**src/core/i2c_slave_defines.svh**
```systemverilog
// Register offsets, field positions, reset values and counts for the I2C slave core.
// Functional notes
// - After START, shift seven address bits in and compare with the own address.
// - Own address register bits 7..1 hold address bits 6..0, used for compare.
// - Own address register bit 0 is plain read/write storage with no bus use.
// - Own address register shares its location with the SPI second control register.
// - START is SDA falling while SCL high; it sets the bus busy flag.
// - Address arrives MSB first; the eighth bit goes to the read request flag.
// - On match set address match flag, request interrupt, drive ACK low on ninth bit.
// - After match hold SCL low until a data write (transmit) or dummy read (receive).
// - Data bytes are eight bits, MSB first, following the address acknowledge.
// - When receiving, drive the ack-to-send bit onto SDA on every ninth clock.
// - When transmitting, capture master ACK; on no ACK release SDA and await STOP.
// - Received bytes land in the data buffer; transmit bytes come from it.
// - One interrupt for address match and byte completion; match flag tells them apart.
// - Stall timer starts on START plus match, clears on SCL fall, stops on STOP.
// - On overflow timer halts, its enable clears, its flag sets, interrupt requested.
// - Time-out resets bus logic and status register; data, address, mode registers kept.
// - The stall timer flag stays set until firmware clears it.
// - Time-out is (setting+1) times 32 low-speed RC periods, 64 settings.
// - Mode field value 110 selects the I2C slave function.
// - Transfer complete is low while a byte moves, high with interrupt at its end; the core keeps it low at the address match interrupt.
// - Bus busy clears on STOP, SDA rising while SCL high.
`ifndef I2C_SLAVE_DEFINES_SVH
`define I2C_SLAVE_DEFINES_SVH
`define OFS_MODE 3'h0
`define OFS_CTRL 3'h1
`define OFS_DATA 3'h2
`define OFS_ADDR 3'h3
`define OFS_TIMER 3'h4
`define MODE_I2C 3'h6
`define MODE_EN_BIT 1
`define MODE_POR 8'hE0
`define TIMER_EN_BIT 7
`define TIMER_FLAG_BIT 6
`define LOW_SPEED_RC_CLOCK_DIV_LAST 5'h1F
`define BYTE_BITS 4'h8
`define BYTE_LAST 4'h7
`endif

```
**src/core/i2c_slave_pkg.sv**
```systemverilog
// Types shared by the I2C slave core and its users.
package i2c_slave_pkg;
  typedef enum logic [3:0] {
    ST_IDLE = 4'h0,
    ST_ADDR = 4'h1,
    ST_ACK_ADDR = 4'h3,
    ST_HOLD = 4'h2,
    ST_RX = 4'h6,
    ST_ACK_RX = 4'h7,
    ST_TX = 4'h5,
    ST_ACK_TX = 4'h4,
    ST_WAIT_STOP = 4'hC
  } fsm_t;
  typedef struct packed {
    logic [2:0] addr;
    logic [7:0] wdata;
    logic wr;
    logic rd;
  } bus_req_t;
  typedef struct packed {
    logic scl_o;
    logic scl_oe;
    logic sda_o;
    logic sda_oe;
  } pin_drv_t;
endpackage : i2c_slave_pkg

```
**src/core/i2c_slave_with_timeout.sv**
```systemverilog
// I2C slave core with shared data buffer, SCL hold and stall time-out.
//
// Local design decisions: strobed register access and the register offsets.
`timescale 1ns/10ps
`default_nettype none
`include "i2c_slave_defines.svh"
module i2c_slave_with_timeout (
  input wire logic i_sys_clk,
  input wire logic i_sys_rst,
  input wire i2c_slave_pkg::bus_req_t i_bus,
  output logic [7:0] o_rdata,
  input wire logic i_scl,
  input wire logic i_sda,
  input wire logic i_low_speed_rc_clock,
  output i2c_slave_pkg::pin_drv_t o_pins,
  output logic o_irq
);
  import i2c_slave_pkg::*;

  // ==========================================================
  // Core state
  // ==========================================================
  typedef struct packed {
    fsm_t fsm;
    logic [3:0] cnt;
    logic [7:0] shift;
    logic [7:0] data;
    logic [7:0] own_addr;
    logic [7:0] mode;
    logic transfer_complete_flag;
    logic address_match_flag;
    logic bus_busy_flag;
    logic transmit_select_bit;
    logic ack_to_send_bit;
    logic master_read_request_flag;
    logic iamwu;
    logic received_ack_flag;
    logic toen;
    logic tof;
    logic [5:0] tos;
    logic trun;
    logic [4:0] tdiv;
    logic [5:0] tcnt;
    pin_drv_t drv;
    logic irq;
    logic [7:0] rdata;
  } core_t;

  core_t st;
  core_t next_st;

  // ==========================================================
  // Input synchronisers
  // ==========================================================
  logic scl_m, scl_s, scl_p;
  logic sda_m, sda_s, sda_p;
  logic rc_m, rc_s, rc_p;

  // The first stage of each chain feeds only the second stage.
  always_ff @(posedge i_sys_clk) begin
    if (i_sys_rst) begin
      scl_m <= 1'b1;
      scl_s <= 1'b1;
      scl_p <= 1'b1;
      sda_m <= 1'b1;
      sda_s <= 1'b1;
      sda_p <= 1'b1;
      rc_m <= 1'b0;
      rc_s <= 1'b0;
      rc_p <= 1'b0;
    end else begin
      scl_m <= i_scl;
      scl_s <= scl_m;
      scl_p <= scl_s;
      sda_m <= i_sda;
      sda_s <= sda_m;
      sda_p <= sda_s;
      rc_m <= i_low_speed_rc_clock;
      rc_s <= rc_m;
      rc_p <= rc_s;
    end
  end

  // ==========================================================
  // Bus events
  // ==========================================================
  logic scl_rise, scl_fall, start_seen, stop_seen, rc_rise;

  // Conditions are judged on the second and third stages only.
  assign scl_rise = scl_s & ~scl_p;
  assign scl_fall = ~scl_s & scl_p;
  assign start_seen = scl_s & scl_p & sda_p & ~sda_s;
  assign stop_seen = scl_s & scl_p & ~sda_p & sda_s;
  assign rc_rise = rc_s & ~rc_p;

  // ==========================================================
  // Helpers
  // ==========================================================
  // Reset image of the whole core; data and address storage come up zero, mode at MODE_POR.
  function automatic core_t core_por();
    core_t c;
    c = '0;
    c.fsm = ST_IDLE;
    c.mode = `MODE_POR;
    c.transfer_complete_flag = 1'b1;
    c.received_ack_flag = 1'b1;
    return c;
  endfunction : core_por

  // Puts the status register back to its power-on value.
  function automatic core_t status_por(input core_t c);
    core_t r;
    r = c;
    r.transfer_complete_flag = 1'b1;
    r.address_match_flag = 1'b0;
    r.bus_busy_flag = 1'b0;
    r.transmit_select_bit = 1'b0;
    r.ack_to_send_bit = 1'b0;
    r.master_read_request_flag = 1'b0;
    r.iamwu = 1'b0;
    r.received_ack_flag = 1'b1;
    return r;
  endfunction : status_por

  // Register read multiplexer; unmapped offsets read zero.
  function automatic logic [7:0] reg_read(input core_t c, input logic [2:0] a);
    logic [7:0] v;
    v = 8'h00;
    unique case (a)
      `OFS_MODE: v = {c.mode[7:1], 1'b0};
      `OFS_CTRL: v = {c.transfer_complete_flag, c.address_match_flag, c.bus_busy_flag, c.transmit_select_bit, c.ack_to_send_bit, c.master_read_request_flag, c.iamwu, c.received_ack_flag};
      `OFS_DATA: v = c.data;
      `OFS_ADDR: v = c.own_addr;
      `OFS_TIMER: v = {c.toen, c.tof, c.tos};
      default: v = 8'h00;
    endcase
    return v;
  endfunction : reg_read

  // ==========================================================
  // Next-state logic
  // ==========================================================
  logic active, wr_data, rd_data, tick, overflow;

  assign active = (st.mode[7:5] == `MODE_I2C) && st.mode[`MODE_EN_BIT];
  assign wr_data = i_bus.wr && (i_bus.addr == `OFS_DATA);
  assign rd_data = i_bus.rd && (i_bus.addr == `OFS_DATA);
  assign tick = rc_rise && (st.tdiv == `LOW_SPEED_RC_CLOCK_DIV_LAST);
  assign overflow = active && st.trun && st.toen && tick && !scl_fall
                    && (st.tcnt == st.tos);

  always_comb begin
    next_st = st;
    next_st.irq = 1'b0;
    next_st.rdata = 8'h00;

    // Register port: read data stands one cycle after the strobe.
    if (i_bus.rd) begin
      next_st.rdata = reg_read(st, i_bus.addr);
    end
    if (i_bus.wr) begin
      unique case (i_bus.addr)
        `OFS_MODE: next_st.mode = {i_bus.wdata[7:1], 1'b0};
        `OFS_CTRL: begin
          next_st.transmit_select_bit = i_bus.wdata[4];
          next_st.ack_to_send_bit = i_bus.wdata[3];
          next_st.iamwu = i_bus.wdata[1];
        end
        `OFS_DATA: next_st.data = i_bus.wdata;
        // One storage serves as own address and SPI second control.
        `OFS_ADDR: next_st.own_addr = i_bus.wdata;
        `OFS_TIMER: begin
          next_st.toen = i_bus.wdata[`TIMER_EN_BIT];
          next_st.tof = i_bus.wdata[`TIMER_FLAG_BIT];
          next_st.tos = i_bus.wdata[5:0];
        end
        default: ;
      endcase
    end

    // The RC clock runs free, so the divide-by-32 never stops.
    if (rc_rise) begin
      next_st.tdiv = st.tdiv + 5'h01;
    end

    // Stall timer: cleared by SCL falling, advanced by the divided tick.
    if (st.trun) begin
      if (scl_fall) begin
        next_st.tcnt = 6'h00;
      end else if (tick) begin
        next_st.tcnt = st.tcnt + 6'h01;
      end
    end

    if (!active) begin
      // Disabled: flags sit at defaults, the pins are released.
      next_st.fsm = ST_IDLE;
      next_st.drv = '0;
      next_st.transfer_complete_flag = 1'b1;
      next_st.address_match_flag = 1'b0;
      next_st.bus_busy_flag = 1'b0;
      next_st.master_read_request_flag = 1'b0;
      next_st.received_ack_flag = 1'b1;
      next_st.trun = 1'b0;
    end else if (start_seen) begin
      // A repeated START is honoured from any state.
      next_st.bus_busy_flag = 1'b1;
      next_st.fsm = ST_ADDR;
      next_st.cnt = 4'h0;
      next_st.transfer_complete_flag = 1'b0;
      next_st.drv = '0;
    end else if (stop_seen) begin
      next_st.bus_busy_flag = 1'b0;
      next_st.fsm = ST_IDLE;
      next_st.drv = '0;
      next_st.trun = 1'b0;
    end else begin
      unique case (st.fsm)
        ST_IDLE: ;
        ST_ADDR: begin
          if (scl_rise) begin
            next_st.shift = {st.shift[6:0], sda_s};
            next_st.cnt = st.cnt + 4'h1;
          end else if (scl_fall && st.cnt == `BYTE_BITS) begin
            if (st.shift[7:1] == st.own_addr[7:1]) begin
              next_st.address_match_flag = 1'b1;
              next_st.master_read_request_flag = st.shift[0];
              next_st.irq = 1'b1;
              next_st.drv.sda_oe = 1'b1;
              next_st.fsm = ST_ACK_ADDR;
              next_st.trun = st.toen;
              next_st.tcnt = 6'h00;
            end else begin
              next_st.fsm = ST_WAIT_STOP;
            end
          end
        end
        ST_ACK_ADDR: begin
          if (scl_fall) begin
            next_st.drv.sda_oe = 1'b0;
            next_st.drv.scl_oe = 1'b1;
            next_st.fsm = ST_HOLD;
          end
        end
        ST_HOLD: begin
          // SCL stays low until firmware services the buffer.
          if (st.transmit_select_bit && wr_data) begin
            next_st.shift = i_bus.wdata;
            next_st.drv.sda_oe = ~i_bus.wdata[7];
            next_st.drv.scl_oe = 1'b0;
            next_st.cnt = 4'h0;
            next_st.transfer_complete_flag = 1'b0;
            next_st.address_match_flag = 1'b0;
            next_st.fsm = ST_TX;
          end else if (!st.transmit_select_bit && rd_data) begin
            next_st.drv.scl_oe = 1'b0;
            next_st.cnt = 4'h0;
            next_st.transfer_complete_flag = 1'b0;
            next_st.address_match_flag = 1'b0;
            next_st.fsm = ST_RX;
          end
        end
        ST_RX: begin
          if (scl_rise) begin
            next_st.shift = {st.shift[6:0], sda_s};
            next_st.cnt = st.cnt + 4'h1;
          end else if (scl_fall && st.cnt == `BYTE_BITS) begin
            // A byte landing in the same cycle as a software write wins.
            next_st.data = st.shift;
            next_st.transfer_complete_flag = 1'b1;
            next_st.irq = 1'b1;
            next_st.drv.sda_oe = ~st.ack_to_send_bit;
            next_st.fsm = ST_ACK_RX;
          end
        end
        ST_ACK_RX: begin
          if (scl_fall) begin
            next_st.drv.sda_oe = 1'b0;
            next_st.drv.scl_oe = 1'b1;
            next_st.fsm = ST_HOLD;
          end
        end
        ST_TX: begin
          if (scl_fall) begin
            next_st.cnt = st.cnt + 4'h1;
            if (st.cnt == `BYTE_LAST) begin
              next_st.drv.sda_oe = 1'b0;
              next_st.fsm = ST_ACK_TX;
            end else begin
              next_st.shift = {st.shift[6:0], 1'b0};
              next_st.drv.sda_oe = ~st.shift[6];
            end
          end
        end
        ST_ACK_TX: begin
          if (scl_rise) begin
            next_st.received_ack_flag = sda_s;
          end else if (scl_fall) begin
            next_st.transfer_complete_flag = 1'b1;
            next_st.irq = 1'b1;
            if (st.received_ack_flag) begin
              // No ACK: SDA stays released until the master ends with STOP.
              next_st.fsm = ST_WAIT_STOP;
            end else begin
              next_st.drv.scl_oe = 1'b1;
              next_st.fsm = ST_HOLD;
            end
          end
        end
        ST_WAIT_STOP: begin
          next_st.drv = '0;
        end
        default: begin
          next_st.fsm = ST_IDLE;
          next_st.drv = '0;
        end
      endcase
    end

    // Time-out overrides everything but the data, address and mode storage and the time-out setting.
    if (overflow) begin
      next_st = status_por(next_st);
      next_st.fsm = ST_IDLE;
      next_st.drv = '0;
      next_st.trun = 1'b0;
      next_st.toen = 1'b0;
      next_st.tof = 1'b1;
      next_st.irq = 1'b1;
    end
  end

  // ==========================================================
  // State register
  // ==========================================================
  always_ff @(posedge i_sys_clk) begin
    if (i_sys_rst) begin
      st <= core_por();
    end else begin
      st <= next_st;
    end
  end

  // ==========================================================
  // Outputs
  // ==========================================================
  // All outputs are fields of the state register.
  assign o_rdata = st.rdata;
  assign o_pins = st.drv;
  assign o_irq = st.irq;

endmodule : i2c_slave_with_timeout
`default_nettype wire

```
**config.mk**
```make
export PLATFORM = sky130hd
export DESIGN_NAME = i2c_slave_with_timeout
export DESIGN_NICKNAME = d
export VERILOG_FILES = /design/src/core/i2c_slave_pkg.sv /design/src/core/i2c_slave_with_timeout.sv
export VERILOG_INCLUDE_DIRS = /design/src /design/src/core
export SDC_FILE = /design/constraint.sdc
export NUM_CORES = 1
export LEC_CHECK = 0
export BUFFER_PORTS_ARGS = -buffer_cell sky130_fd_sc_hd__buf_2
export CAP_MARGIN = 20
export CORE_AREA = 4 4 135 72
export DETAILED_ROUTE_END_ITERATION = 8
export DIE_AREA = 0 0 139 76
export PLACE_DENSITY = 0.73
export SLEW_MARGIN = 5
export SYNTH_ARGS = -nofsm -noshare
export SYNTH_HDL_FRONTEND = slang
export SYNTH_SLANG_ARGS = --single-unit
```
**constraint.sdc**
```tcl
create_clock -name i_sys_clk -period 2.3 [get_ports i_sys_clk]
set_clock_uncertainty 0.05 [all_clocks]
set_input_delay 0.115 -clock i_sys_clk [delete_from_list [all_inputs] [get_ports i_sys_clk]]
set_output_delay 0.115 -clock i_sys_clk [all_outputs]
set_load 0.03 [all_outputs]
```
==> metrics.md <==
| Metric | Value |
|---|---|
| Routed wire length per instance | `16.7 um` |
| Reg2reg start | `st[19]$_SDFFE_PP0P_` |
| Leak Pwr | `~2.0 nW` |
| Final Max Slew Viols | `0` |
| Chip Width | `around 140 um` |
| Final min period | `~2.2 ns` |
| Setup TNS | `0 ns` |
| CP endpoint kind | `flip-flop` |
| Power Dens Cells | `roughly 610 nW/um^2` |
| Simple-Gate Fraction of Synth Area | `27.1%` |
| 1st-iter DRT viols | `approximately 380` |
| Number of flops mapped to enable cells by yosys | `0` |
| First-pass GRT wire length | `between 15000 and 20000 um` |
| FF-to-FF path depth | `9` |
| Adder-cell share of the synthesized area | `1.36%` |
| Row cnt | `24` |
| Hold Crit Class | `in2reg` |
| Residual DRC | `0` |
| Multiplexer share of the synthesized area | `between 7 and 8%` |
| Met1 usage | `between 30% and 40%` |
| Largest family of logic cells by synthesized area | `simple AND/OR/NAND/NOR gates` |
| CTS max path bufs | `2` |
| Avg Inst Size Synth | `~8.1 um^2` |
| GR met2 Demand/Resource | `between 30% and 40%` |
| H-tree levels | `3` |
| Layout net count | `between 600 and 700` |
| Commonest non-fill, non-tap cell in the layout | `dfxtp_1` |
| Initial Util | `between 50 and 60%` |
| Status | `complete, no violations` |
| RePlAce Congestion | `roughly 0.94` |
| Arr. time, crit path | `between 2 and 2.5 ns` |
| Startpoint Class | `flip-flop` |
| Worst VDD drop | `between 0.5 and 0.6 mV` |
| Setup violations, final | `0` |
| Vias per Instance | `between 5 and 6` |
| Largest net degree at the start of global routing | `39` |
| Final Cycle Share | `between 90% and 100%` |
| CTS tree | `yes` |
| Skew-Pair Late Insertion Delay | `~0.34 ns` |
| Die height | `~76 um` |
| Hold path start | `i_bus[4]` |
| Worst path bufs/invs | `1` |
| Final Util | `61.5%` |
| Primary FF master, synth | `dfxtp_1` |
| Top delay family on crit path | `simple AND/OR/NAND/NOR gates` |
| Max stage delay on crit path | `between 0.3 and 0.4 ns` |
| Post-synthesis sequential area ratio | `37.8%` |
| Clk slew on worst S/H paths | `around 0.06 ns` |
| Crit Path Category | `reg2reg` |
| Vias | `between 4000 and 5000` |
| Synth-to-Final Area Change | `13.7%` |
| Total track usage | `about 23%` |
| CORE AREA | `about 8500 um^2` |
| CP Data Required Time | `about 2.5 ns` |
| Port buffer count | `28` |
| Post-CTS Setup Repair Bufs | `0` |
| Drt total wl | `approximately 12000 um` |
| Crit path top cell by count | `ha_1` |
| Hold Fails Final Rpt | `0` |
| Io pins | `31` |
| Commonest non-fill, non-tap cells in the layout | `dfxtp_1, nand2_1, nor2_1, a21oi_1, buf_4` |
| Clock sinks | `87` |
| First drt pass iteration count | `5` |
| Asr flop ratio synth | `0%` |
| CP Max Fanout | `6` |
| Grt peak-use layer | `met2` |
| Distinct cells, synth | `60` |
| Grt ovf | `0` |
| Root Driver | `clkbuf_16` |
| TritonCTS Buffers | `9` |
| Worst-path cell chain | `ha_1 > and3_1 > ha_1 > and4b_1 > nand4_1 > nor4_2 > or3_1 > buf_4 > a211o_1` |
| Hold path cells | `3` |
| Hpwl dp | `around 8700 um` |
| Register bit total from synthesis | `a little under 90` |
| Synth Area in Compound Gates | `~17%` |
| Vias in the first global route | `3835` |
| Achievable Freq | `0.455 GHz` |
| Ys Warns | `0` |
| Initial antenna violation count | `0` |
| Crit path max-delay cell type | `or3_1` |
| Synth Area in XOR/XNOR | `roughly 4.2%` |
| Crit. path cell count | `9` |
| MaxCap Viol Count | `0` |
| Mapped cell area | `4610 um^2` |
| Cell count after synthesis | `approximately 570` |
| Critical R2R Capture | `st[40]$_SDFFE_PP1P_` |
| End of the worst hold path | `st[51]$_SDFFE_PP0P_` |
| R2R setup slack | `slightly above 0.1 ns` |
| Die area | `around 11000 um^2` |
| Antenna Violating Nets Remaining | `0` |
| Ant diodes | `0` |
| Share of cells above drive strength 1 | `approximately 17%` |
| M3 GR Usage | `5.77%` |
-- worst reg2reg max path, stage by stage, from the launching register on --
cell     delay (ns)
dfxtp_1        0.33
ha_1           0.21
and3_1         0.18
ha_1           0.18
and4b_1        0.18
nand4_1        0.11
nor4_2         0.07
or3_1          0.37
buf_4          0.18
a211o_1        0.22
-- worst max path at each step --
stage	startpoint	end	slack, ns
6_report	st[19]$_SDFFE_PP0P_	st[40]$_SDFFE_PP1P_	0.10
5_1_grt	st[19]$_SDFFE_PP0P_	st[80]$_SDFFE_PP0P_	-0.003
4_1_cts	st[19]$_SDFFE_PP0P_	st[80]$_SDFFE_PP0P_	0.05
3_5_place_dp	st[19]$_SDFFE_PP0P_	st[80]$_SDFFE_PP0P_	0.08
3_3_place_gp	st[19]$_SDFFE_PP0P_	st[77]$_SDFFE_PP0P_	0.12
2_1_floorplan	st[19]$_SDFFE_PP0P_	st[77]$_SDFFE_PP0P_	0.05
-- stage by stage --
stage | worst slack, ns | hold WS (ns) | power [mW] | cell area (um^2) | cells
after global placement | 0.117 | 0.247 | 1.77 | 4910 | 703
final | 0.103 | 0.0128 | 3.20 | 5240 | 722
after floorplan | 0.0539 | 0.169 | 1.71 | 4610 | 573
after detailed placement | 0.0774 | 0.249 | 1.77 | 4910 | 703
after global routing | -0.00344 | 0.0179 | 3.31 | 5240 | 722
after CTS | 0.0540 | 0.00976 | 3.21 | 5240 | 722
-- sequential cells by signal (all words and copies together) (netlist names) --
register	cells
st	67
o_rdata	8
o_pins	2
o_irq	1
rc_m	1
rc_p	1
rc_s	1
scl_m	1
scl_p	1
scl_s	1
sda_m	1
sda_p	1
sda_s	1
-- synth_stat cells (3+ instances only) --
master    number  share of area [%]
mux2_2        10                2.4
ha_1           5                1.4
a22oi_1        8                1.3
nand2b_1      11                1.5
or4_1          6               0.98
buf_2          8               0.87
or3_1          5               0.68
nor2b_1       11                1.5
nor2_1        64                5.2
a311oi_1       8                1.5
buf_4         12                2.0
clkbuf_1      25                2.0
xor2_1         6                1.1
nand4_1        4               0.54
nor3b_1        3               0.49
o21ai_0       15                1.6
dfxtp_1       87                 38
o21ai_1        3               0.33
a211o_1        6                1.1
xnor2_1       16                3.0
and3_1         8                1.1
a21oi_1       53                5.8
inv_1          8               0.65
or2_2          8                1.1
a211oi_1       3               0.49
a31oi_1        6               0.81
nor3_1         9               0.98
mux2i_1       21                4.6
nand3_1       26                2.8
nand3b_1       6               0.98
nand2_1       74                6.0
-- kinds of logic (layout without fill, tap and decap cells) --
| group | count (synthesis) | count (layout) |
|---|---|---|
| other | 1 | 2 |
| flip-flops | 87 | 87 |
| adder cells (fa/ha/maj) | 5 | 5 |
| multiplexers | 31 | 31 |
| AND/OR/NAND/NOR | 250 | 250 |
| AO/OA/AOI/OAI | 121 | 121 |
| buffers and inverters | 55 | 87 |
| XOR/XNOR | 22 | 22 |
-- power breakdown --
group | total [mW] | internal (mW) | switching [mW]
registers | 1.54 | 1.53 | 0.0159
logic | 0.202 | 0.0749 | 0.127
clock network | 1.46 | 0.849 | 0.607
-- layer usage --
layer	routed length, um	vias to the layer above	part of all wire [%]
li1	-	2059	-
met1	5560	1991	46
met2	5690	121	47
met3	662	13	5.5
met4	127	0	1.1
met5	0	-	0
-- area by class of cell --
type	count	area [um^2]
clock inverter	4	56.3
fill	786	3290
multi-input combinational	431	2620
tap	117	146
inverter	8	30.0
clock buffer	12	236
sequential	87	1740
timing repair buffer	63	410
-- repair_timing --
action / CTS / global route
endpoints found under the setup margin: 0 / 18
resized for setup: 0 / 1
hold buffers: 3 / 0
hold endpoints to repair: 3 / 0
(Power assumes the default switching activity.)
